### src/csf_map.svh
// csf_map.svh: encodings, field slices, reset values and counts of the stack and frame unit
`ifndef CSF_MAP_SVH
`define CSF_MAP_SVH

// ****************************************
// instruction fields (word bit 15 is the leftmost instruction bit)
// ****************************************
`define CSF_GRP_F      15:13
`define CSF_AC_F       12:11
`define CSF_OPC_F      10:6
`define CSF_DEV_F      5:0
`define CSF_GROUP_IO   3'h3
`define CSF_DEV_STACK  6'h01

// ****************************************
// operation and control codes, opcode and control bits together
// ****************************************
`define CSF_OPC_PUSH   5'h0C
`define CSF_OPC_POP    5'h0E
`define CSF_OPC_LDSP   5'h08
`define CSF_OPC_LDFP   5'h00
`define CSF_OPC_RDSP   5'h0A
`define CSF_OPC_RDFP   5'h02
`define CSF_OPC_SAVE   5'h14
`define CSF_OPC_REST   5'h16

// ****************************************
// word layout, counts and reset values
// ****************************************
`define CSF_PTR_F      14:0
`define CSF_MSB        15
`define CSF_PAGE_F     7:0
`define CSF_PAGE_ZERO  8'h00
`define CSF_PTR_ONE    15'h0001
`define CSF_PTR_RST    15'h0000
`define CSF_WORD_RST   16'h0000
`define CSF_STEP_RST   3'h0
`define CSF_STEP_ONE   3'h1
`define CSF_STEP_TWO   3'h2
`define CSF_STEP_FP    3'h3
`define CSF_LAST_STEP  3'h4
`define CSF_AC3_SEL    2'h3

`endif

### src/csf_pkg.sv
// csf_pkg.sv: types shared by the stack and frame unit
package csf_pkg;

  typedef enum logic [1:0] {
    CSF_IDLE   = 2'h0,
    CSF_ACCESS = 2'h1
  } csf_state_t;

  typedef enum logic [3:0] {
    CSF_NONE = 4'h0,
    CSF_PUSH = 4'h1,
    CSF_POP  = 4'h2,
    CSF_LDSP = 4'h3,
    CSF_LDFP = 4'h4,
    CSF_RDSP = 4'h5,
    CSF_RDFP = 4'h6,
    CSF_SAVE = 4'h7,
    CSF_REST = 4'h8
  } csf_op_t;

  typedef struct packed {
    logic        req;
    logic        we;
    logic [14:0] addr;
    logic [15:0] wdata;
  } csf_mem_req_t;

  typedef struct packed {
    logic        en;
    logic [1:0]  sel;
    logic [15:0] data;
  } csf_ac_wr_t;

endpackage

### src/csf_stack_unit.sv
// csf_stack_unit.sv: push, pop, pointer moves, frame save and frame restore
// Operation
// RULE1: push increments stack top, then writes the accumulator at the new address
// RULE2: pop loads accumulator from stack top address, then decrements stack top
// RULE3: load pointer ops copy accumulator bits 1-15 into stack top or frame base
// RULE4: read pointer ops put pointer in accumulator bits 1-15, bit 0 cleared
// RULE5: overflow lets the instruction finish, then requests interrupt if interrupts enabled
// RULE6: overflow means stack top bits 8-15 are zero after an increment
// RULE7: save frame checks overflow after every one of its increments
// RULE8: save frame pushes accumulators zero, one, two in order, incrementing first
// RULE9: fourth save push writes old frame base in bits 1-15, zero in bit 0
// RULE10: fifth save push writes carry in bit 0, accumulator three bits 1-15
// RULE11: save end copies stack top to frame base and accumulator three, bit 0 cleared
// RULE12: restore brings back accumulators, program counter, carry and both pointers
// RULE13: stack ops use the I/O layout with device code 1; no device uses it
// RULE14: stack top and frame base are 15-bit word address registers
// RULE15: restore copies frame base to stack top, loads carry/pc, pops in reverse
// RULE16: decode group 0-2, accumulator 3-4, op 5-7, control 8-9, device 10-15
// RULE17: each access is one word, finished before the next pointer update
`timescale 1ns/1ps
`default_nettype none
`include "csf_map.svh"

module csf_stack_unit (
  input  wire logic                  sys_clk_in,
  input  wire logic                  rst_n_in,
  input  wire logic                  instr_valid_in,
  input  wire logic [15:0]           instr_in,
  output logic                       instr_ready_out,
  output logic                       done_out,
  input  wire logic [3:0][15:0]      ac_in,
  input  wire logic                  carry_in,
  input  wire logic                  int_enable_in,
  output csf_pkg::csf_mem_req_t      mem_out,
  input  wire logic                  mem_ack_in,
  input  wire logic [15:0]           mem_rdata_in,
  output csf_pkg::csf_ac_wr_t        ac_wr_out,
  output logic                       carry_wr_out,
  output logic                       carry_val_out,
  output logic                       pc_wr_out,
  output logic [14:0]                pc_val_out,
  output logic                       stack_ovf_req_out,
  output logic [14:0]                stack_top_out,
  output logic [14:0]                frame_base_out
);

  // ****************************************
  // reset release
  // ****************************************
  logic rst_meta_r;
  logic rst_sync_r;

  always_ff @(posedge sys_clk_in or negedge rst_n_in) begin
    if (!rst_n_in) begin
      rst_meta_r <= 1'b0;
      rst_sync_r <= 1'b0;
    end else begin
      rst_meta_r <= 1'b1;
      rst_sync_r <= rst_meta_r;
    end
  end

  // ****************************************
  // decode
  // ****************************************
  function automatic csf_pkg::csf_op_t decode_op(input logic [15:0] ins);
    csf_pkg::csf_op_t op;
    op = csf_pkg::CSF_NONE;
    // only device code 1 in the I/O group belongs to this unit
    if (ins[`CSF_GRP_F] == `CSF_GROUP_IO && ins[`CSF_DEV_F] == `CSF_DEV_STACK) begin // RULE13 RULE16
      case (ins[`CSF_OPC_F])
        `CSF_OPC_PUSH: op = csf_pkg::CSF_PUSH;
        `CSF_OPC_POP:  op = csf_pkg::CSF_POP;
        `CSF_OPC_LDSP: op = csf_pkg::CSF_LDSP;
        `CSF_OPC_LDFP: op = csf_pkg::CSF_LDFP;
        `CSF_OPC_RDSP: op = csf_pkg::CSF_RDSP;
        `CSF_OPC_RDFP: op = csf_pkg::CSF_RDFP;
        `CSF_OPC_SAVE: op = csf_pkg::CSF_SAVE;
        `CSF_OPC_REST: op = csf_pkg::CSF_REST;
        default:       op = csf_pkg::CSF_NONE;
      endcase
    end
    return op;
  endfunction

  function automatic csf_pkg::csf_mem_req_t mk_mem(input logic        we,
                                                   input logic [14:0] addr,
                                                   input logic [15:0] wdata);
    csf_pkg::csf_mem_req_t m;
    m.req   = 1'b1;
    m.we    = we;
    m.addr  = addr;
    m.wdata = wdata;
    return m;
  endfunction

  // ****************************************
  // state
  // ****************************************
  csf_pkg::csf_state_t   state_r,   state_nxt;
  csf_pkg::csf_op_t      op_r,      op_nxt;
  logic [2:0]            step_r,    step_nxt;
  logic [1:0]            sel_r,     sel_nxt;
  logic [14:0]           sp_r,      sp_nxt;
  logic [14:0]           fp_r,      fp_nxt;
  logic                  ovf_r,     ovf_nxt;
  csf_pkg::csf_mem_req_t mem_r,     mem_nxt;
  csf_pkg::csf_ac_wr_t   ac_wr_r,   ac_wr_nxt;
  logic                  cwr_r,     cwr_nxt;
  logic                  cval_r,    cval_nxt;
  logic                  pwr_r,     pwr_nxt;
  logic [14:0]           pval_r,    pval_nxt;
  logic                  done_r,    done_nxt;
  logic                  irq_r,     irq_nxt;

  csf_pkg::csf_op_t      dec_op;
  logic [14:0]           sp_inc;
  logic [14:0]           sp_dec;
  logic [2:0]            rest_idx;
  logic [15:0]           save_word;

  assign dec_op = decode_op(instr_in);
  assign sp_inc = sp_r + `CSF_PTR_ONE;
  assign sp_dec = sp_r - `CSF_PTR_ONE;
  assign rest_idx = `CSF_LAST_STEP - step_r;

  // word for the next save push, selected by the step whose access is completing
  always_comb begin
    case (step_r)
      `CSF_STEP_RST: save_word = ac_in[1]; // RULE8
      `CSF_STEP_ONE: save_word = ac_in[2]; // RULE8
      `CSF_STEP_TWO: save_word = {1'b0, fp_r}; // RULE9
      default:       save_word = {carry_in, ac_in[`CSF_AC3_SEL][`CSF_PTR_F]}; // RULE10
    endcase
  end

  always_comb begin
    logic finish;
    finish    = 1'b0;
    state_nxt = state_r;
    op_nxt    = op_r;
    step_nxt  = step_r;
    sel_nxt   = sel_r;
    sp_nxt    = sp_r;
    fp_nxt    = fp_r;
    ovf_nxt   = ovf_r;
    mem_nxt   = mem_r;
    ac_wr_nxt = '0;
    cwr_nxt   = 1'b0;
    cval_nxt  = cval_r;
    pwr_nxt   = 1'b0;
    pval_nxt  = pval_r;
    done_nxt  = 1'b0;
    irq_nxt   = 1'b0;
    case (state_r)
      csf_pkg::CSF_IDLE: begin
        if (instr_valid_in && dec_op != csf_pkg::CSF_NONE) begin
          op_nxt   = dec_op;
          sel_nxt  = instr_in[`CSF_AC_F];
          step_nxt = `CSF_STEP_RST;
          ovf_nxt  = 1'b0;
          case (dec_op)
            csf_pkg::CSF_PUSH: begin
              sp_nxt    = sp_inc; // RULE1
              ovf_nxt   = sp_inc[`CSF_PAGE_F] == `CSF_PAGE_ZERO; // RULE6
              mem_nxt   = mk_mem(1'b1, sp_inc, ac_in[instr_in[`CSF_AC_F]]); // RULE1
              state_nxt = csf_pkg::CSF_ACCESS;
            end
            csf_pkg::CSF_POP: begin
              mem_nxt   = mk_mem(1'b0, sp_r, `CSF_WORD_RST); // RULE2
              state_nxt = csf_pkg::CSF_ACCESS;
            end
            csf_pkg::CSF_LDSP: begin
              sp_nxt = ac_in[instr_in[`CSF_AC_F]][`CSF_PTR_F]; // RULE3
              finish = 1'b1;
            end
            csf_pkg::CSF_LDFP: begin
              fp_nxt = ac_in[instr_in[`CSF_AC_F]][`CSF_PTR_F]; // RULE3
              finish = 1'b1;
            end
            csf_pkg::CSF_RDSP: begin
              ac_wr_nxt = '{en: 1'b1, sel: instr_in[`CSF_AC_F], data: {1'b0, sp_r}}; // RULE4
              finish    = 1'b1;
            end
            csf_pkg::CSF_RDFP: begin
              ac_wr_nxt = '{en: 1'b1, sel: instr_in[`CSF_AC_F], data: {1'b0, fp_r}}; // RULE4
              finish    = 1'b1;
            end
            csf_pkg::CSF_SAVE: begin
              sp_nxt    = sp_inc; // RULE8
              ovf_nxt   = sp_inc[`CSF_PAGE_F] == `CSF_PAGE_ZERO; // RULE7
              mem_nxt   = mk_mem(1'b1, sp_inc, ac_in[0]); // RULE8
              state_nxt = csf_pkg::CSF_ACCESS;
            end
            default: begin
              sp_nxt    = fp_r; // RULE15
              mem_nxt   = mk_mem(1'b0, fp_r, `CSF_WORD_RST); // RULE15
              state_nxt = csf_pkg::CSF_ACCESS;
            end
          endcase
        end
      end
      default: begin
        // one word per handshake; pointers move only when it completes
        if (mem_ack_in) begin // RULE17
          mem_nxt.req = 1'b0;
          case (op_r)
            csf_pkg::CSF_PUSH: finish = 1'b1;
            csf_pkg::CSF_POP: begin
              ac_wr_nxt = '{en: 1'b1, sel: sel_r, data: mem_rdata_in}; // RULE2
              sp_nxt    = sp_dec; // RULE2
              finish    = 1'b1;
            end
            csf_pkg::CSF_SAVE: begin
              if (step_r == `CSF_LAST_STEP) begin
                fp_nxt    = sp_r; // RULE11
                ac_wr_nxt = '{en: 1'b1, sel: `CSF_AC3_SEL, data: {1'b0, sp_r}}; // RULE11
                finish    = 1'b1;
              end else begin
                step_nxt = step_r + `CSF_STEP_ONE;
                sp_nxt   = sp_inc; // RULE8
                ovf_nxt  = ovf_r | (sp_inc[`CSF_PAGE_F] == `CSF_PAGE_ZERO); // RULE7 RULE6
                mem_nxt  = mk_mem(1'b1, sp_inc, save_word);
              end
            end
            default: begin
              sp_nxt = sp_dec; // RULE15
              if (step_r == `CSF_STEP_RST) begin
                cwr_nxt  = 1'b1; // RULE12
                cval_nxt = mem_rdata_in[`CSF_MSB];
                pwr_nxt  = 1'b1;
                pval_nxt = mem_rdata_in[`CSF_PTR_F];
              end else begin
                ac_wr_nxt = '{en: 1'b1, sel: rest_idx[1:0], data: mem_rdata_in}; // RULE12
              end
              // the word that lands in accumulator three is the saved frame base
              if (step_r == `CSF_STEP_ONE) begin
                fp_nxt = mem_rdata_in[`CSF_PTR_F]; // RULE12
              end
              if (step_r == `CSF_LAST_STEP) begin
                finish = 1'b1;
              end else begin
                step_nxt = step_r + `CSF_STEP_ONE;
                mem_nxt  = mk_mem(1'b0, sp_dec, `CSF_WORD_RST); // RULE15
              end
            end
          endcase
        end
      end
    endcase
    if (finish) begin
      state_nxt = csf_pkg::CSF_IDLE;
      done_nxt  = 1'b1;
      // the request comes out in the same cycle as done, never interrupts the sequence
      irq_nxt   = ovf_nxt & int_enable_in; // RULE5
    end
  end

  always_ff @(posedge sys_clk_in or negedge rst_sync_r) begin
    if (!rst_sync_r) begin
      state_r <= csf_pkg::CSF_IDLE;
      op_r    <= csf_pkg::CSF_NONE;
      step_r  <= `CSF_STEP_RST;
      sel_r   <= 2'h0;
      sp_r    <= `CSF_PTR_RST; // RULE14
      fp_r    <= `CSF_PTR_RST; // RULE14
      ovf_r   <= 1'b0;
      mem_r   <= '0;
      ac_wr_r <= '0;
      cwr_r   <= 1'b0;
      cval_r  <= 1'b0;
      pwr_r   <= 1'b0;
      pval_r  <= `CSF_PTR_RST;
      done_r  <= 1'b0;
      irq_r   <= 1'b0;
    end else begin
      state_r <= state_nxt;
      op_r    <= op_nxt;
      step_r  <= step_nxt;
      sel_r   <= sel_nxt;
      sp_r    <= sp_nxt;
      fp_r    <= fp_nxt;
      ovf_r   <= ovf_nxt;
      mem_r   <= mem_nxt;
      ac_wr_r <= ac_wr_nxt;
      cwr_r   <= cwr_nxt;
      cval_r  <= cval_nxt;
      pwr_r   <= pwr_nxt;
      pval_r  <= pval_nxt;
      done_r  <= done_nxt;
      irq_r   <= irq_nxt;
    end
  end

  assign instr_ready_out   = state_r == csf_pkg::CSF_IDLE;
  assign done_out          = done_r;
  assign mem_out           = mem_r;
  assign ac_wr_out         = ac_wr_r;
  assign carry_wr_out      = cwr_r;
  assign carry_val_out     = cval_r;
  assign pc_wr_out         = pwr_r;
  assign pc_val_out        = pval_r;
  assign stack_ovf_req_out = irq_r;
  assign stack_top_out     = sp_r;
  assign frame_base_out    = fp_r;

  // ****************************************
  // checks
  // ****************************************
  logic take;
  assign take = instr_ready_out && instr_valid_in;

  push_write_a: assert property (@(posedge sys_clk_in) disable iff (!rst_sync_r) // RULE1
    take && dec_op == csf_pkg::CSF_PUSH |=> mem_out.req && mem_out.we
      && mem_out.addr == $past(sp_r) + `CSF_PTR_ONE && sp_r == mem_out.addr)
    else $error("push did not write at incremented stack top");

  pop_load_a: assert property (@(posedge sys_clk_in) disable iff (!rst_sync_r) // RULE2
    state_r == csf_pkg::CSF_ACCESS && op_r == csf_pkg::CSF_POP && mem_ack_in
      |=> ac_wr_out.en && ac_wr_out.data == $past(mem_rdata_in)
      && sp_r == $past(mem_out.addr) - `CSF_PTR_ONE)
    else $error("pop load or decrement wrong");

  load_sp_a: assert property (@(posedge sys_clk_in) disable iff (!rst_sync_r) // RULE3
    take && dec_op == csf_pkg::CSF_LDSP
      |=> sp_r == $past(ac_in[instr_in[`CSF_AC_F]][`CSF_PTR_F]) && done_out)
    else $error("stack top load wrong");

  read_ptr_a: assert property (@(posedge sys_clk_in) disable iff (!rst_sync_r) // RULE4
    take && dec_op == csf_pkg::CSF_RDFP
      |=> ac_wr_out.en && ac_wr_out.data == {1'b0, $past(fp_r)} && fp_r == $past(fp_r))
    else $error("frame base read wrong");

  ovf_after_done_a: assert property (@(posedge sys_clk_in) disable iff (!rst_sync_r) // RULE5
    stack_ovf_req_out |-> done_out && $past(ovf_nxt))
    else $error("overflow request without completed push");

  ovf_detect_a: assert property (@(posedge sys_clk_in) disable iff (!rst_sync_r) // RULE6
    state_r == csf_pkg::CSF_ACCESS && op_r == csf_pkg::CSF_PUSH && mem_ack_in
      && mem_out.addr[`CSF_PAGE_F] == `CSF_PAGE_ZERO && int_enable_in |=> stack_ovf_req_out)
    else $error("page crossing not reported");

  save_fp_word_a: assert property (@(posedge sys_clk_in) disable iff (!rst_sync_r) // RULE9
    mem_out.req && op_r == csf_pkg::CSF_SAVE && step_r == `CSF_STEP_FP
      |-> mem_out.wdata == {1'b0, fp_r} && mem_out.addr == sp_r)
    else $error("saved frame base word wrong");

  save_end_a: assert property (@(posedge sys_clk_in) disable iff (!rst_sync_r) // RULE11
    done_out && op_r == csf_pkg::CSF_SAVE
      |-> fp_r == sp_r && ac_wr_out.sel == `CSF_AC3_SEL && ac_wr_out.data == {1'b0, sp_r})
    else $error("save did not update frame base");

  rest_start_a: assert property (@(posedge sys_clk_in) disable iff (!rst_sync_r) // RULE15
    take && dec_op == csf_pkg::CSF_REST |=> mem_out.req && !mem_out.we
      && mem_out.addr == $past(fp_r) && sp_r == $past(fp_r))
    else $error("restore did not start at frame base");

  one_access_a: assert property (@(posedge sys_clk_in) disable iff (!rst_sync_r) // RULE17
    mem_out.req && !mem_ack_in |=> $stable(sp_r) && $stable(mem_out.addr))
    else $error("pointer moved during a pending access");

endmodule

`default_nettype wire

### config.mk
export PLATFORM = sky130hd
export DESIGN_NAME = csf_stack_unit
export DESIGN_NICKNAME = d
export VERILOG_FILES = /design/src/csf_pkg.sv /design/src/csf_stack_unit.sv
export VERILOG_INCLUDE_DIRS = /design/src /design/src/src
export SDC_FILE = /design/constraint.sdc
export NUM_CORES = 1
export LEC_CHECK = 0
export BUFFER_PORTS_ARGS = -buffer_cell sky130_fd_sc_hd__buf_2
export CORE_MARGIN = 4
export CORE_UTILIZATION = 45
export CTS_BUF_LIST = sky130_fd_sc_hd__clkbuf_2 sky130_fd_sc_hd__clkbuf_4 sky130_fd_sc_hd__clkbuf_8
export DETAILED_ROUTE_END_ITERATION = 7
export PLACE_DENSITY = 0.78
export SETUP_SLACK_MARGIN = 0.3
export SLEW_MARGIN = 25
export SYNTH_ARGS = -nofsm -noshare
export SYNTH_HDL_FRONTEND = slang
export SYNTH_SLANG_ARGS = --single-unit
export TNS_END_PERCENT = 1
### constraint.sdc
create_clock -name sys_clk_in -period 4.01 [get_ports sys_clk_in]
set_clock_uncertainty 0.1 [all_clocks]
set_input_delay 0.401 -clock sys_clk_in [delete_from_list [all_inputs] [get_ports sys_clk_in]]
set_output_delay 0.401 -clock sys_clk_in [all_outputs]
set_load 0.02 [all_outputs]
==> flow_summary.yaml <==
run_status:
  outcome: "complete, no violations"
sta:
  setup_slack_ns: 1.020
  relSlewSlack: 0.3284
  fin_crit_ns: 2.990
  tightest_slew_ns: 1.004
  whs_ns: 0.08623
  tns_ns: 0
  post-route-period-util: 0.7456
  setup_violations: 0
  rsz0062_at_grt: "false"
  max_freq_ghz: 0.3345
  finalMaxSlewViolations: 0
  hold_violations: 0
critical_path:
  path_max_fanout: 17
  end_kind: "flop"
  cp_slowest_stage_delay_ns: 0.80
  critPathKind: "reg2reg"
  path_cells: "nand4_1 > buf_4 > nor3_1 > xnor2_1 > a21oi_1 > a2111oi_0 > nor3_1"
  reg2reg_depth: 7
  timing.rr.end: "stack_top_out[11]"
  cp_data_required_time_ns: 4.24
  cpMostUsedCell: "nor3_1"
  reg2reg_from: "stack_top_out[5]"
  start_kind: "flop"
  cp-startpoint: "stack_top_out[5]"
  critical_path_arrival_ns: 3.22
  crit_path_end: "stack_top_out[11]"
  worst_path_max_delay_cell: "dfrtp_1"
  r2r_slack_ns: 1.02
global_routing:
  grt_pass1_vias: 8326
  track_usage: 0.3131
  grt_start_max_net_pins: 82
  grt_pass1_wl_mm: 49.16
  antenna_found_initial: 0
  globalRouteOverflowTotal: 0
routing:
  ant_nets: 0
  first_pass_iters: 6
  drt_iter0_drc: 1448
  drc: 0
  wl_per_cell_um: 24.74
  via_count: 8822
  wirelength_mm: 32.48
  via_per_inst: 6.719
cts:
  cts_root_buf: "clkbuf_8"
  clock-sinks: 114
  h-tree-depth: 4
  clk_pin_slew_ns: 0.08
  clockBufferDepth: 2
  postCtsSetupBuffers: 0
  cts_tree: "yes"
  worstSkewPairLatency_ns: 0.47
  numCtsBuffers: 17
yosys:
  synthTopCellsByArea: "dfrtp_1, a22oi_1, mux2_2"
  synth.distinct_cells: 71
  netlist_area_um2: 8193
  synth-compound-area-share: 0.2775
  synth_xor_area_frac: 0.02993
  syn-instance-count: 912
  ys_seq_area_frac: 0.3482
  synth.yosys.warnings: 0
  synth_top_family_by_area: "compound AO/OA/AOI/OAI gates"
  synth-seq-cells: 114
  synth_top_cell_by_area: "dfrtp_1"
  synthSimpleGateAreaFrac: 0.1680
  synth_area_per_cell_um2: 8.983
  netlist_top_cells_count: "dfrtp_1, nand2_1, nor2_1, clkbuf_1, a22oi_1"
  synth_edf_count: 0
  async_reset_ff_frac: 1.000
  yosysTopAreaCellShare: 0.3482
  synth_ff_type: "dfrtp_1"
  muxShareOfSynthArea: 0.1095
  synth_nets: 1020
  synth_most_common_cell: "dfrtp_1"
  synthAdderAreaFrac: 0.009163
die:
  rows: 49
  die_w_um: 142.9
  start_util: 0.4561
  fp.dieH_um: 142.9
  core_area_um2: 17960
  io_pins: 205
  die_area_um2: 20430
power_and_ir_drop:
  ir_drop_mv: 0.2243
  p_per_area_nw_per_um2: 299.3
  leakagePower_nw: 4.377
place:
  port_buffers: 204
  dp_slack_ns: 0.9272
  routabilityCongestion: 0.9527
  dp_hpwl_mm: 23.36
final_layout:
  area_growth_pct: 18.88
  drive_gt1_frac: 0.3158
  nNetsFinal: 1178
  fin_util: 0.5422
  fillers: 1664
hold_path:
  hold_start: "int_enable_in"
  hp-class: "in2reg"
flow_run:
  drv_cap: 0
[state kept, by name, indices dropped and copies added (netlist names)]
name	cells
ac_wr_out	19
carry_val_out	1
done_out	1
frame_base_out	15
mem_out	33
op_r	4
ovf_r	1
pc_val_out	15
pc_wr_out	1
rst_meta_r	1
rst_sync_r	1
sel_r	2
stack_ovf_req_out	1
stack_top_out	15
state_r	1
step_r	3
[how the worst min path moves through the flow]
stage	endpoint	slack (ns)	cells after the start
3_5_place_dp	rst_meta_r	0.09	1
4_1_cts	stack_ovf_req_out	0.07	2
2_1_floorplan	rst_meta_r	0.005	0
5_1_grt	stack_ovf_req_out	0.08	2
3_3_place_gp	rst_meta_r	0.09	1
6_report	stack_ovf_req_out	0.09	2
[area by class of cell]
cell class	count	area [um2]	share of cell area
Sequential cell	114	2858	0.2934
Clock inverter	12	131.4	0.01349
Clock buffer	20	275.3	0.02826
Tap cell	229	286.5	0.02942
Multi-Input combinational cell	690	4877	0.5008
Antenna cell	1	2.502	0.0002569
Inverter	10	37.54	0.003854
Timing Repair Buffer	237	1271	0.1305
[layer usage]
layer,share of wire,track usage
met5,0,0
met3,0.12,0.07904
met2,0.44,0.4688
met4,0.038,0.1236
met1,0.40,0.4363
[metrics by stage]
step | power [mW] | instances | area (um2)
floorplan | 1.580 | 912 | 8193
global placement | 1.777 | 1279 | 9320
detailed placement | 1.785 | 1279 | 9320
CTS | 2.909 | 1312 | 9737
global route | 3.016 | 1312 | 9737
finish | 2.915 | 1313 | 9739
[power breakdown]
part / switching [mW] / internal, mW / total [mW]
registers: 0.0580 / 1.19 / 1.25
logic: 0.324 / 0.200 / 0.525
clock network: 0.538 / 0.600 / 1.14
total: 0.921 / 1.99 / 2.91
[cells by family (layout without fill, tap and decap cells)]
logic type / after synthesis / after routing
flip-flops: 114 / 114
adder cells (fa/ha/maj): 6 / 6
buffers and inverters: 108 / 279
AND/OR/NAND/NOR: 281 / 281
other: 1 / 2
multiplexers: 65 / 65
XOR/XNOR: 28 / 28
AO/OA/AOI/OAI: 309 / 309
[timing repair]
item                                   in CTS  in global routing
hold buffers                                1                  0
endpoints found under the hold margin       2                  0
resized for setup                           0                  0
[cells in the final DEF (no fill, tap or decap), types with 5 or more instances in the layout]
| cell type | instances |
|---|---|
| a211oi_1 | 5 |
| a21o_1 | 5 |
| a21oi_1 | 44 |
| a221o_1 | 6 |
| a221oi_1 | 25 |
| a22o_1 | 23 |
| a22oi_1 | 59 |
| a31oi_1 | 23 |
| and3_1 | 6 |
| buf_2 | 204 |
| buf_4 | 32 |
| clkbuf_8 | 20 |
| dfrtp_1 | 112 |
| ha_1 | 6 |
| inv_1 | 10 |
| mux2_2 | 37 |
| mux2i_1 | 12 |
| mux4_2 | 16 |
| nand2_1 | 83 |
| nand2b_1 | 6 |
| nand3_1 | 13 |
| nand4_1 | 8 |
| nor2_1 | 78 |
| nor2b_1 | 9 |
| nor3_1 | 28 |
| nor4_1 | 9 |
| nor4b_1 | 5 |
| o211ai_1 | 5 |
| o21ai_0 | 25 |
| o221a_2 | 6 |
| o221ai_1 | 5 |
| o22a_1 | 19 |
| o22ai_1 | 20 |
| o31ai_1 | 7 |
| or3_1 | 7 |
| or4_1 | 5 |
| xnor2_1 | 14 |
| xor2_1 | 14 |
[worst max-delay path: cells and delay by family, from the launching register on]
kind	cells	cell delay, ns
buffers and inverters	1	0.23
DFF	1	0.80
AOI/OAI and AO/OA	2	0.67
and+or+nand+nor	3	0.73
xor gates and xnor gates	1	0.31
Note: power is estimated with default switching activity, not from simulation.
